## src/spbc_pkg.sv

```systemverilog
package spbc_pkg;

    // Register indices on the plain register port.
    localparam logic [2:0] REG_CONTROL_ONE = 3'h0;
    localparam logic [2:0] REG_CONTROL_TWO = 3'h1;
    localparam logic [2:0] REG_BAUD_RATE   = 3'h2;
    localparam logic [2:0] REG_STATUS      = 3'h3;
    localparam logic [2:0] REG_INT_STATUS  = 3'h4;
    localparam logic [2:0] REG_INT_MASK    = 3'h5;

    // Control one fields.
    localparam int BIT_MASTER_SELECT        = 4;
    localparam int BIT_SELECT_OUTPUT_ENABLE = 1;
    localparam logic [7:0] CONTROL_ONE_MASK = 8'h12;

    // Control two fields; bits 7, 6, 5 and 2 hold no storage.
    localparam int BIT_MODE_FAULT_ENABLE    = 4;
    localparam int BIT_BIDIR_OUTPUT_ENABLE  = 3;
    localparam int BIT_STOP_IN_WAIT         = 1;
    localparam int BIT_SINGLE_WIRE_SELECT   = 0;
    localparam logic [7:0] CONTROL_TWO_MASK = 8'h1B;

    // Baud rate fields; bits 7 and 3 hold no storage.
    localparam int PRESCALE_LSB             = 4;
    localparam int RATE_LSB                 = 0;
    localparam logic [7:0] BAUD_RATE_MASK   = 8'h77;

    // Status fields.
    localparam int BIT_RECEIVE_FULL         = 7;
    localparam int BIT_TRANSMIT_EMPTY       = 5;
    localparam int BIT_MODE_FAULT           = 4;

    // Interrupt status and mask fields.
    localparam int INT_RECEIVE_FULL         = 0;
    localparam int INT_MODE_FAULT           = 1;
    localparam logic [7:0] INT_MASK_BITS    = 8'h03;

    localparam logic [7:0] RESET_BYTE       = 8'h00;

    typedef struct packed {
        logic slaveSelectIn;
        logic masterOutIn;
        logic masterInIn;
    } spbc_pins_in_s;

    typedef struct packed {
        logic slaveSelectOut;
        logic slaveSelectOe;
        logic slaveSelectOwned;
        logic masterOutOut;
        logic masterOutOe;
        logic masterOutOwned;
        logic masterInOut;
        logic masterInOe;
        logic masterInOwned;
    } spbc_pins_out_s;

endpackage

```

## src/spbc_pin_baud.sv

```systemverilog
// Summary of operation
// - Control two bits 7, 6, 5 and 2 read back as zero.
// - In slave mode mode-fault enable is ignored; select pin is slave select input.
// - Master without mode-fault enable leaves the select pin to general port control.
// - Master with mode-fault enable uses select pin as fault input or select output.
// - Select output enable picks fault input when clear, select output when set.
// - Single-wire mode: bidir output enable clear makes shared pin input, set drives it.
// - Without single-wire mode the bidir output enable bit is ignored.
// - Stop-in-wait set halts clocks during wait; clear keeps them running.
// - Single-wire slave uses the master-in pin, master uses the master-out pin.
// - Without single-wire mode, separate pins carry data in and data out.
// - Prescale field divides the bus clock by field plus one, one to eight.
// - Rate field divides prescaler output by two to the field plus one.
// - Baud rate register is readable and writable at any moment.
// - Status has three read-only bits; writes to it change nothing.
// - Status bits 6, 3, 2, 1 and 0 read back as zero.
// - Master select sets master when one, slave when zero, steering single-wire pin.
// - Receive-full flag sets when a transfer completes.
module spbc_pin_baud #(
    parameter int ADDR_W = 3
) (
    input  wire logic                    clk_sys,
    input  wire logic                    rst,
    input  wire logic [ADDR_W-1:0]       regAddr,
    input  wire logic [7:0]              regWriteData,
    input  wire logic                    regWrite,
    input  wire logic                    regRead,
    output logic      [7:0]              regReadData,
    input  wire spbc_pkg::spbc_pins_in_s pinsIn,
    output spbc_pkg::spbc_pins_out_s     pinsOut,
    input  wire logic                    shiftDataOut,
    output logic                         shiftDataIn,
    input  wire logic                    transferActive,
    input  wire logic                    transferDone,
    input  wire logic                    transmitEmpty,
    input  wire logic                    dataRegisterRead,
    input  wire logic                    baudRun,
    input  wire logic                    waitMode,
    output logic                         clocksRunning,
    output logic                         bitClock,
    output logic                         bitTick,
    output logic                         modeIsMaster,
    output logic                         irq
);

    if (ADDR_W < 3)
    begin
        $error("ADDR_W must be at least 3");
    end

    ////////////////////////////////////////////////////////////////////////////
    // Register file.

    logic [7:0] controlOne;
    logic [7:0] controlTwo;
    logic [7:0] baudRate;
    logic [7:0] intStatus;
    logic [7:0] intMask;
    logic       receiveFull;
    logic       modeFault;
    logic       receiveClearArmed;
    logic       faultClearArmed;
    logic       faultDetect;

    function automatic logic hit(input logic [ADDR_W-1:0] a, input logic [2:0] idx);
        hit = (a == ADDR_W'(idx));
    endfunction

    wire logic masterSel          = controlOne[spbc_pkg::BIT_MASTER_SELECT];
    wire logic selectOutputEnable = controlOne[spbc_pkg::BIT_SELECT_OUTPUT_ENABLE];
    wire logic modeFaultEnable    = controlTwo[spbc_pkg::BIT_MODE_FAULT_ENABLE];
    wire logic bidirOutputEnable  = controlTwo[spbc_pkg::BIT_BIDIR_OUTPUT_ENABLE];
    wire logic stopInWait         = controlTwo[spbc_pkg::BIT_STOP_IN_WAIT];
    wire logic singleWire         = controlTwo[spbc_pkg::BIT_SINGLE_WIRE_SELECT];

    wire logic [7:0] statusByte = {receiveFull, 1'b0, transmitEmpty, modeFault, 4'h0};

    always_ff @(posedge clk_sys)
    begin
        if (rst)
        begin
            controlOne <= spbc_pkg::RESET_BYTE;
            controlTwo <= spbc_pkg::RESET_BYTE;
            baudRate   <= spbc_pkg::RESET_BYTE;
            intMask    <= spbc_pkg::RESET_BYTE;
        end
        else if (regWrite)
        begin
            // Status writes fall through with no effect.
            if (hit(regAddr, spbc_pkg::REG_CONTROL_ONE))
            begin
                controlOne <= regWriteData & spbc_pkg::CONTROL_ONE_MASK;
            end
            if (hit(regAddr, spbc_pkg::REG_CONTROL_TWO))
            begin
                controlTwo <= regWriteData & spbc_pkg::CONTROL_TWO_MASK;
            end
            if (hit(regAddr, spbc_pkg::REG_BAUD_RATE))
            begin
                baudRate <= regWriteData & spbc_pkg::BAUD_RATE_MASK;
            end
            if (hit(regAddr, spbc_pkg::REG_INT_MASK))
            begin
                intMask <= regWriteData & spbc_pkg::INT_MASK_BITS;
            end
        end
    end

    always_ff @(posedge clk_sys)
    begin
        if (rst || !regRead)
        begin
            regReadData <= spbc_pkg::RESET_BYTE;
        end
        else if (hit(regAddr, spbc_pkg::REG_CONTROL_ONE))
        begin
            regReadData <= controlOne;
        end
        else if (hit(regAddr, spbc_pkg::REG_CONTROL_TWO))
        begin
            regReadData <= controlTwo;
        end
        else if (hit(regAddr, spbc_pkg::REG_BAUD_RATE))
        begin
            regReadData <= baudRate;
        end
        else if (hit(regAddr, spbc_pkg::REG_STATUS))
        begin
            regReadData <= statusByte;
        end
        else if (hit(regAddr, spbc_pkg::REG_INT_STATUS))
        begin
            regReadData <= intStatus;
        end
        else if (hit(regAddr, spbc_pkg::REG_INT_MASK))
        begin
            regReadData <= intMask;
        end
        else
        begin
            regReadData <= spbc_pkg::RESET_BYTE;
        end
    end

    ////////////////////////////////////////////////////////////////////////////
    // Status flags. A set in the same cycle as the clearing step always wins.

    wire logic statusRead = regRead && hit(regAddr, spbc_pkg::REG_STATUS);
    wire logic ctrlOneWr  = regWrite && hit(regAddr, spbc_pkg::REG_CONTROL_ONE);

    always_ff @(posedge clk_sys)
    begin
        if (rst)
        begin
            receiveFull       <= 1'b0;
            receiveClearArmed <= 1'b0;
        end
        else if (transferDone)
        begin
            receiveFull       <= 1'b1;
            receiveClearArmed <= 1'b0;
        end
        else if (statusRead && receiveFull)
        begin
            receiveClearArmed <= 1'b1;
        end
        else if (dataRegisterRead && receiveClearArmed)
        begin
            receiveFull       <= 1'b0;
            receiveClearArmed <= 1'b0;
        end
    end

    always_ff @(posedge clk_sys)
    begin
        if (rst)
        begin
            modeFault       <= 1'b0;
            faultClearArmed <= 1'b0;
        end
        else if (faultDetect)
        begin
            modeFault       <= 1'b1;
            faultClearArmed <= 1'b0;
        end
        else if (statusRead && modeFault)
        begin
            faultClearArmed <= 1'b1;
        end
        else if (ctrlOneWr && faultClearArmed)
        begin
            modeFault       <= 1'b0;
            faultClearArmed <= 1'b0;
        end
    end

    ////////////////////////////////////////////////////////////////////////////
    // Interrupt status, write one to clear, and the masked level output.

    logic [7:0] intEvents;

    always_comb
    begin
        intEvents                             = 8'h00;
        intEvents[spbc_pkg::INT_RECEIVE_FULL] = transferDone;
        intEvents[spbc_pkg::INT_MODE_FAULT]   = faultDetect;
    end

    always_ff @(posedge clk_sys)
    begin
        if (rst)
        begin
            intStatus <= spbc_pkg::RESET_BYTE;
        end
        else if (regWrite && hit(regAddr, spbc_pkg::REG_INT_STATUS))
        begin
            intStatus <= (intStatus & ~regWriteData) | intEvents;
        end
        else
        begin
            intStatus <= intStatus | intEvents;
        end
    end

    always_ff @(posedge clk_sys)
    begin
        if (rst)
        begin
            irq <= 1'b0;
        end
        else
        begin
            irq <= |(((intStatus & ~({8{regWrite && hit(regAddr, spbc_pkg::REG_INT_STATUS)}} & regWriteData))
                     | intEvents) & intMask);
        end
    end

    ////////////////////////////////////////////////////////////////////////////
    // Pin steering. The select pin is sampled as an ordinary synchronous input.

    spbc_pkg::spbc_pins_out_s next_pinsOut;
    logic                     next_shiftDataIn;

    // Fault input role only exists as master with fault enable and no select output.
    assign faultDetect = masterSel && modeFaultEnable && !selectOutputEnable && !pinsIn.slaveSelectIn;

    always_comb
    begin
        next_pinsOut     = '0;
        next_shiftDataIn = 1'b0;
        if (!masterSel)
        begin
            // Fault enable has no say here.
            next_pinsOut.slaveSelectOwned = 1'b1;
        end
        else if (modeFaultEnable)
        begin
            next_pinsOut.slaveSelectOwned = 1'b1;
            next_pinsOut.slaveSelectOe    = selectOutputEnable;
            next_pinsOut.slaveSelectOut   = selectOutputEnable ? !transferActive : 1'b1;
        end
        else
        begin
            next_pinsOut.slaveSelectOwned = 1'b0;
        end

        if (singleWire)
        begin
            if (masterSel)
            begin
                next_pinsOut.masterOutOwned = 1'b1;
                next_pinsOut.masterOutOe    = bidirOutputEnable;
                next_pinsOut.masterOutOut   = shiftDataOut;
                next_shiftDataIn            = pinsIn.masterOutIn;
            end
            else
            begin
                next_pinsOut.masterInOwned  = 1'b1;
                next_pinsOut.masterInOe     = bidirOutputEnable;
                next_pinsOut.masterInOut    = shiftDataOut;
                next_shiftDataIn            = pinsIn.masterInIn;
            end
        end
        else
        begin
            // Direction is fixed by the role, and a slave drives only while selected.
            next_pinsOut.masterOutOwned = 1'b1;
            next_pinsOut.masterInOwned  = 1'b1;
            if (masterSel)
            begin
                next_pinsOut.masterOutOe  = 1'b1;
                next_pinsOut.masterOutOut = shiftDataOut;
                next_shiftDataIn          = pinsIn.masterInIn;
            end
            else
            begin
                // A deselected slave keeps off the shared return line.
                next_pinsOut.masterInOe   = !pinsIn.slaveSelectIn;
                next_pinsOut.masterInOut  = shiftDataOut;
                next_shiftDataIn          = pinsIn.masterOutIn;
            end
        end
    end

    always_ff @(posedge clk_sys)
    begin
        if (rst)
        begin
            pinsOut      <= '0;
            shiftDataIn  <= 1'b0;
            modeIsMaster <= 1'b0;
        end
        else
        begin
            pinsOut      <= next_pinsOut;
            shiftDataIn  <= next_shiftDataIn;
            modeIsMaster <= masterSel;
        end
    end

    ////////////////////////////////////////////////////////////////////////////
    // Wait-mode clock gate.

    wire logic next_clocksRunning = !(waitMode && stopInWait);

    always_ff @(posedge clk_sys)
    begin
        if (rst)
        begin
            clocksRunning <= 1'b1;
        end
        else
        begin
            clocksRunning <= next_clocksRunning;
        end
    end

    ////////////////////////////////////////////////////////////////////////////
    // Baud generator: prescale counter feeding a half-period counter of 2^rate.

    logic [2:0] prescaleCount;
    logic [7:0] halfCount;
    wire logic [2:0] prescaleSel = baudRate[spbc_pkg::PRESCALE_LSB +: 3];
    wire logic [2:0] rateSel     = baudRate[spbc_pkg::RATE_LSB +: 3];
    wire logic       genRun      = baudRun && next_clocksRunning;
    wire logic       prescaleTick = genRun && (prescaleCount == prescaleSel);
    wire logic [7:0] halfLimit   = 8'(8'h01 << rateSel) - 8'h01;
    wire logic       halfDone    = prescaleTick && (halfCount == halfLimit);

    always_ff @(posedge clk_sys)
    begin
        if (rst || !genRun)
        begin
            prescaleCount <= 3'h0;
        end
        else if (prescaleTick)
        begin
            prescaleCount <= 3'h0;
        end
        else
        begin
            prescaleCount <= prescaleCount + 3'h1;
        end
    end

    // Rewriting the divisors mid-count is harmless: the compare simply hits later.
    always_ff @(posedge clk_sys)
    begin
        if (rst || !genRun)
        begin
            halfCount <= 8'h00;
        end
        else if (halfDone)
        begin
            halfCount <= 8'h00;
        end
        else if (prescaleTick)
        begin
            halfCount <= halfCount + 8'h01;
        end
    end

    always_ff @(posedge clk_sys)
    begin
        if (rst || !baudRun)
        begin
            bitClock <= 1'b0;
            bitTick  <= 1'b0;
        end
        else
        begin
            bitClock <= halfDone ? !bitClock : bitClock;
            bitTick  <= halfDone && bitClock;
        end
    end

endmodule

```

## config.mk

```make
export PLATFORM = sky130hd
export DESIGN_NAME = spbc_pin_baud
export DESIGN_NICKNAME = d
export VERILOG_FILES = /design/src/spbc_pkg.sv /design/src/spbc_pin_baud.sv
export SDC_FILE = /design/constraint.sdc
export NUM_CORES = 1
export LEC_CHECK = 0
export BUFFER_PORTS_ARGS = -buffer_cell sky130_fd_sc_hd__buf_2
export CORE_ASPECT_RATIO = 1.5
export CORE_UTILIZATION = 44
export CTS_BUF_LIST = sky130_fd_sc_hd__clkbuf_4 sky130_fd_sc_hd__clkbuf_8
export CTS_CLUSTER_SIZE = 20
export DETAILED_ROUTE_END_ITERATION = 6
export GPL_TIMING_DRIVEN = 0
export PLACE_DENSITY = 0.73
export SKIP_LAST_GASP = 1
export SLEW_MARGIN = 25
export SYNTH_ARGS = -nofsm -noshare
export SYNTH_HDL_FRONTEND = slang
export SYNTH_SLANG_ARGS = --single-unit
```

## constraint.sdc

```tcl
create_clock -name clk_sys -period 2.1 [get_ports clk_sys]
set_clock_uncertainty 0.2 [all_clocks]
set_input_delay 0.63 -clock clk_sys [delete_from_list [all_inputs] [get_ports clk_sys]]
set_output_delay 0.63 -clock clk_sys [all_outputs]
set_load 0.005 [all_outputs]
```

# --- After elaboration in Yosys (flattened, before gate mapping) ---
# Cells that the tools add are included.
word_totals:
  register_bits: 60
  inputBits: 25
  out_inout_bits: 23
op_classes:
  add_sub_neg: 3
  eq_ne: 9
  n_shift: 1
  mux: 26
  bitwise: 11
  n_reduce_logical: 46
ops:
  columns: ["operator", "count"]
  rows:
  - ["AND 8 bit", 3]
  - ["2-to-1 mux 8 bit", 3]
  - ["bitwise OR 8 x 2 -> 8 bit", 3]
  - ["NOT 8 bit", 2]
  - ["logical AND 1 bit", 15]
  - ["2-to-1 mux 1 bit", 14]
  - ["AND reduction 2 bit", 6]
  - ["2-to-1 mux 5 bit", 2]
  - ["OR reduction 2 bit", 5]
  - ["adder 8 x 1 -> 8 bit, second input constant", 1]
  - ["AND 8 x 2 -> 8 bit", 1]
  - ["== test 8 bit", 1]
  - ["logical NOT 1 bit", 8]
  - ["nonzero test 2 bit", 4]
  - ["OR reduction 8 bit", 1]
  - ["left shift 1 x 3 -> 8 bit, first input constant", 1]
  - ["subtractor 8 x 1 -> 8 bit, second input constant", 1]
  - ["2-to-1 mux 7 bit", 1]
  - ["== test 3 x 2 -> 1 bit, second input constant", 2]
  - ["== test 3 bit, second input constant", 2]
  - ["2-to-1 mux 2 bit", 3]
  - ["2-to-1 mux 3 bit", 2]
  - ["2-to-1 mux 6 bit", 1]
  - ["OR reduction 3 bit", 2]
  - ["8 further kinds", 12]

# --- Logic depth before layout (Yosys ltp) ---
logic_depth:
  ltp_word: 8
  mapped_depth: 7

# --- Least setup slack after synthesis ---
# No wires, ideal clock.
synth_timing:
  path_type: "input to register"
  start: "input port baudRun"
  end: "register bitClock"
  setup_ns: 0.115
  arrival_time_ns: 1.701
  setup_slack_ns: 0.084
  stages: 5
  path_cell_list: "a21bo_2 nor4_2 o2111ai_2 o31a_1 o21a_1"
synth_via:
  elab_chain_len: 3
synth_rtl:
  columns: ["element", "line_no", "source"]
  rows:
  - ["from (decl)", "spbc_pin_baud.sv:37", "input wire logic baudRun,"]
  - ["logical AND 1 bit", "spbc_pin_baud.sv:345", "wire logic genRun = baudRun && next_clocksRunning;"]
  - ["logical AND 1 bit", "spbc_pin_baud.sv:346", "wire logic prescaleTick = genRun && (prescaleCount == prescaleSel);"]
  - ["logical AND 1 bit", "spbc_pin_baud.sv:348", "wire logic halfDone = prescaleTick && (halfCount == halfLimit);"]
  - ["to (signal assigned)", "spbc_pin_baud.sv:392", "bitClock <= halfDone ? !bitClock : bitClock;"]
  - ["to (decl)", "spbc_pin_baud.sv:40", "output logic bitClock,"]
# Parallel ways exist; a longest one is shown, timed or not.
# A chain may end at the register's enable or synchronous reset.

# --- Worst setup path in the final report ---
layout_timing:
  start: "register baudRate[0]"
  end: "register halfCount[5]"
layout_via:
  elab_chain_len: 5
layout_rtl:
  columns: ["element", "line_no", "source"]
  rows:
  - ["from (decl)", "spbc_pin_baud.sv:56", "logic [7:0] baudRate;"]
  - ["from (signal assigned)", "spbc_pin_baud.sv:84", "baudRate <= spbc_pkg::RESET_BYTE;"]
  - ["from (signal assigned)", "spbc_pin_baud.sv:100", "baudRate <= regWriteData & spbc_pkg::BAUD_RATE_MASK;"]
  - ["left shift 1 x 3 -> 8 bit", "spbc_pin_baud.sv:347", "wire logic [7:0] halfLimit = 8'(8'h01 << rateSel) - 8'h01;"]
  - ["subtractor 8 x 1 -> 8 bit", "spbc_pin_baud.sv:347", null]
  - ["== test 8 bit", "spbc_pin_baud.sv:348", null]
  - ["logical AND 1 bit", "spbc_pin_baud.sv:348", null]
  - ["OR reduction 2 bit (no line)", null, null]
  - ["to (signal assigned)", "spbc_pin_baud.sv:379", "halfCount <= halfCount + 8'h01;"]
  - ["to (decl)", "spbc_pin_baud.sv:342", "logic [7:0] halfCount;"]
# No other way between the ends.

==> impl_metrics.tcl <==
set metrics [dict create \
    sequentialPowerShare_pct 42.2 \
    dr.pass1.iters 5 \
    grt_pass1_wl_mm 9.660 \
    start_kind "register" \
    seq_area_frac_synth_pct 47.83 \
    final_common_cell "dfxtp_1" \
    p_int_w 0.002189 \
    h-tree-depth 3 \
    core_region_area_sq_um 5492 \
    timing.rr.start "baudRate[0]$_SDFFE_PP0P_" \
    hold_violations 0 \
    seqCellArea_sq_um 1201 \
    mostFrequentLayoutCells "dfxtp_1, buf_2, nor2_1" \
    clkPwrFrac_pct 50.6 \
    ys_types 46 \
    initial_core_util_pct 45.73 \
    grt_start_max_net_pins 12 \
    io_pins 48 \
    drtAntennaViolNets 0 \
    hpwl_mm 4.325 \
    synth_top_area_share_pct 47.83 \
    yosys_warnings 0 \
    dieArea_sq_um 6019 \
    syn-mean-instance-area_sq_um 9.198 \
    routabilityCongestion 0.8920 \
    maxSlewViolCount 0 \
    required_ps 2120 \
    vias 2127 \
    p_per_area_nw_per_um2 889.4 \
    ys.flop_type "dfxtp_1" \
    critPathKind "register to register" \
    drt_iter0_drc 106 \
    yosys-top-cells-area "dfxtp_1, mux2i_1, nor2_1" \
    fin_crit_sh_pct 93.78 \
    hold_class "register to register" \
    fin_crit_ps 1969 \
    clock_path_buffers 2 \
    die_w_microns 63.68 \
    antenna_cells 0 \
    startpoint "baudRate[0]$_SDFFE_PP0P_" \
    dieHeight_microns 94.53 \
    cp_max_fo 9 \
    p_leak_nw 1.328 \
    synth_seq_cells 60 \
    tns_ps 0 \
    vias_per_cell 5.239 \
    status "complete, no violations" \
    p_comb_share_pct 7.2 \
    hold_ws_ps 249.0 \
    tightest_slew_ps 525.9 \
    hold_buffers 0 \
    syn_area_sq_um 2511 \
    cts_made_buffers 9 \
    cts-root-buf "clkbuf_8" \
    async_flop_share_pct 0 \
    swShare_pct 21.26 \
    syn_inst 273 \
    portBuffers 46 \
    utilization_pct 56.92 \
    ir_drop_v 0.0004745 \
    nets 358 \
    hp-start "intStatus[2]$_SDFFE_PP0P_" \
    postRouteWirelength_mm 5.851 \
    critPathCaptureType "register" \
    cts.sinks 60 \
    remaining_drc_errors 0 \
    area_delta_synth_final_pct 24.46 \
    grt_overflow 0 \
    wire_per_inst_microns 14.41 \
    grt_pass1_vias 2090 \
    cts_tree "done" \
    switchingPower_w 0.0005908 \
    synthesis.nets 300 \
    drive_gt1_share_pct 24.70 \
    fill_cells 469 \
    grtUsageTotal_pct 21.91 \
    multi_input_area_sq_um 1195 \
    clk_latency_ps 340 \
    worstPathArrival_ps 1990 \
    antenna_found_initial 0 \
    num_rows 33 \
    setup_viol 0 \
    synth-edff-count 0 \
    max_slew_margin_pct 64.94 \
    drv_cap 0 \
    clock.fmax_mhz 507.8 \
    synth_top_area_cell "dfxtp_1" \
    clk_pin_slew_ps 70 \
]
-- repair_timing --
action	4_1_cts	5_1_grt
gates resized for setup	0	4
hold endpoints to repair	0	0
setup endpoints to repair	0	17
buffers inserted	0	1
-- kinds of logic after synthesis --
family	share of synthesized area, %
DFF	47.83
and+or+nand+nor	21.82
muxes	6.925
xor gates and xnor gates	4.534
adders and majority gates	0.9964
AOI/OAI and AO/OA	13.15
buffers and inverters	4.733
-- state kept, by name (all words and copies together) (netlist names), 3 cells and up --
register and flops:
pinsOut 9, halfCount 8, intStatus 8, regReadData 8
baudRate 6, controlTwo 4, prescaleCount 3
-- metrics by stage --
| stage | instance area [sq um] | power [W] | cells | setup WS, ps |
|---|---|---|---|---|
| 2_1_floorplan | 2511 | 0.001310 | 273 | 84.27 |
| 3_3_place_gp | 2829 | 0.001381 | 389 | -270.5 |
| 3_5_place_dp | 2829 | 0.001385 | 389 | -284.9 |
| 4_1_cts | 3100 | 0.002786 | 405 | 64.91 |
| 5_1_grt | 3126 | 0.002876 | 406 | -0.5851 |
| 6_report | 3126 | 0.002780 | 406 | 130.6 |
-- cell usage after synthesis, types with 2 or more instances --
library cell   n
a31oi_1        3
and2_1         2
nor2_1        32
a21oi_1       22
o22ai_1        3
nand2_1       11
a2111oi_0      2
clkbuf_1       9
o21ai_0        2
buf_2          7
nand2b_1       8
nand4_1        4
a22oi_1        5
inv_1         10
nand3_1        2
a32oi_1        2
and3_1         9
o21a_1         3
xor2_1         9
nor2b_1       10
or2_2          3
nor3_1        15
mux2i_1       14
xnor2_1        4
dfxtp_1       60
ha_1           2
-- worst max-delay path, cell delays in order (launching register included) --
cell and delay (ps):
dfxtp_1 310, clkbuf_1 320, a21boi_0 150, a21oi_1 170, o2111ai_2 210, nor3_4 290, buf_12 150, nor3_1 50
-- final cells by class --
type / count / area share, %
Clock inverter: 6 / 4.283
Tap cell: 70 / 2.802
Timing Repair Buffer: 47 / 8.006
Sequential cell: 60 / 38.43
Clock buffer: 10 / 4.404
Buffer: 18 / 2.642
Inverter: 10 / 1.201
Multi-Input combinational cell: 185 / 38.23
-- per-layer routing --
metal  wire, microns  GRT usage (%)  share of wire, %
met1            2178          20.72                37
met2            3103          39.89                53
met3             290          6.401               5.0
met4             279          15.53               4.8
met5               0              0                 0
-- path summary, 6_finish.rpt --
kind | to | slack [ps] | depth (start not counted)
setup / recovery | halfCount[5]$_SDFFE_PP0P_ | 130 | 7
hold / removal | intStatus[2]$_SDFFE_PP0P_ | 250 | 2
setup reg to reg | halfCount[5]$_SDFFE_PP0P_ | 130 | 7
hold reg to reg | intStatus[2]$_SDFFE_PP0P_ | 250 | 2
-- power by group through the flow --
stage | registers [W] | logic (W) | clock network (W)
6_report | 0.00117 | 0.000199 | 0.00141
2_1_floorplan | 0.00120 | 0.000112 | 0
5_1_grt | 0.00118 | 0.000221 | 0.00148
3_5_place_dp | 0.00120 | 0.000185 | 0
4_1_cts | 0.00117 | 0.000186 | 0.00143
3_3_place_gp | 0.00120 | 0.000182 | 0
Note: power is estimated with default switching activity, not from simulation.
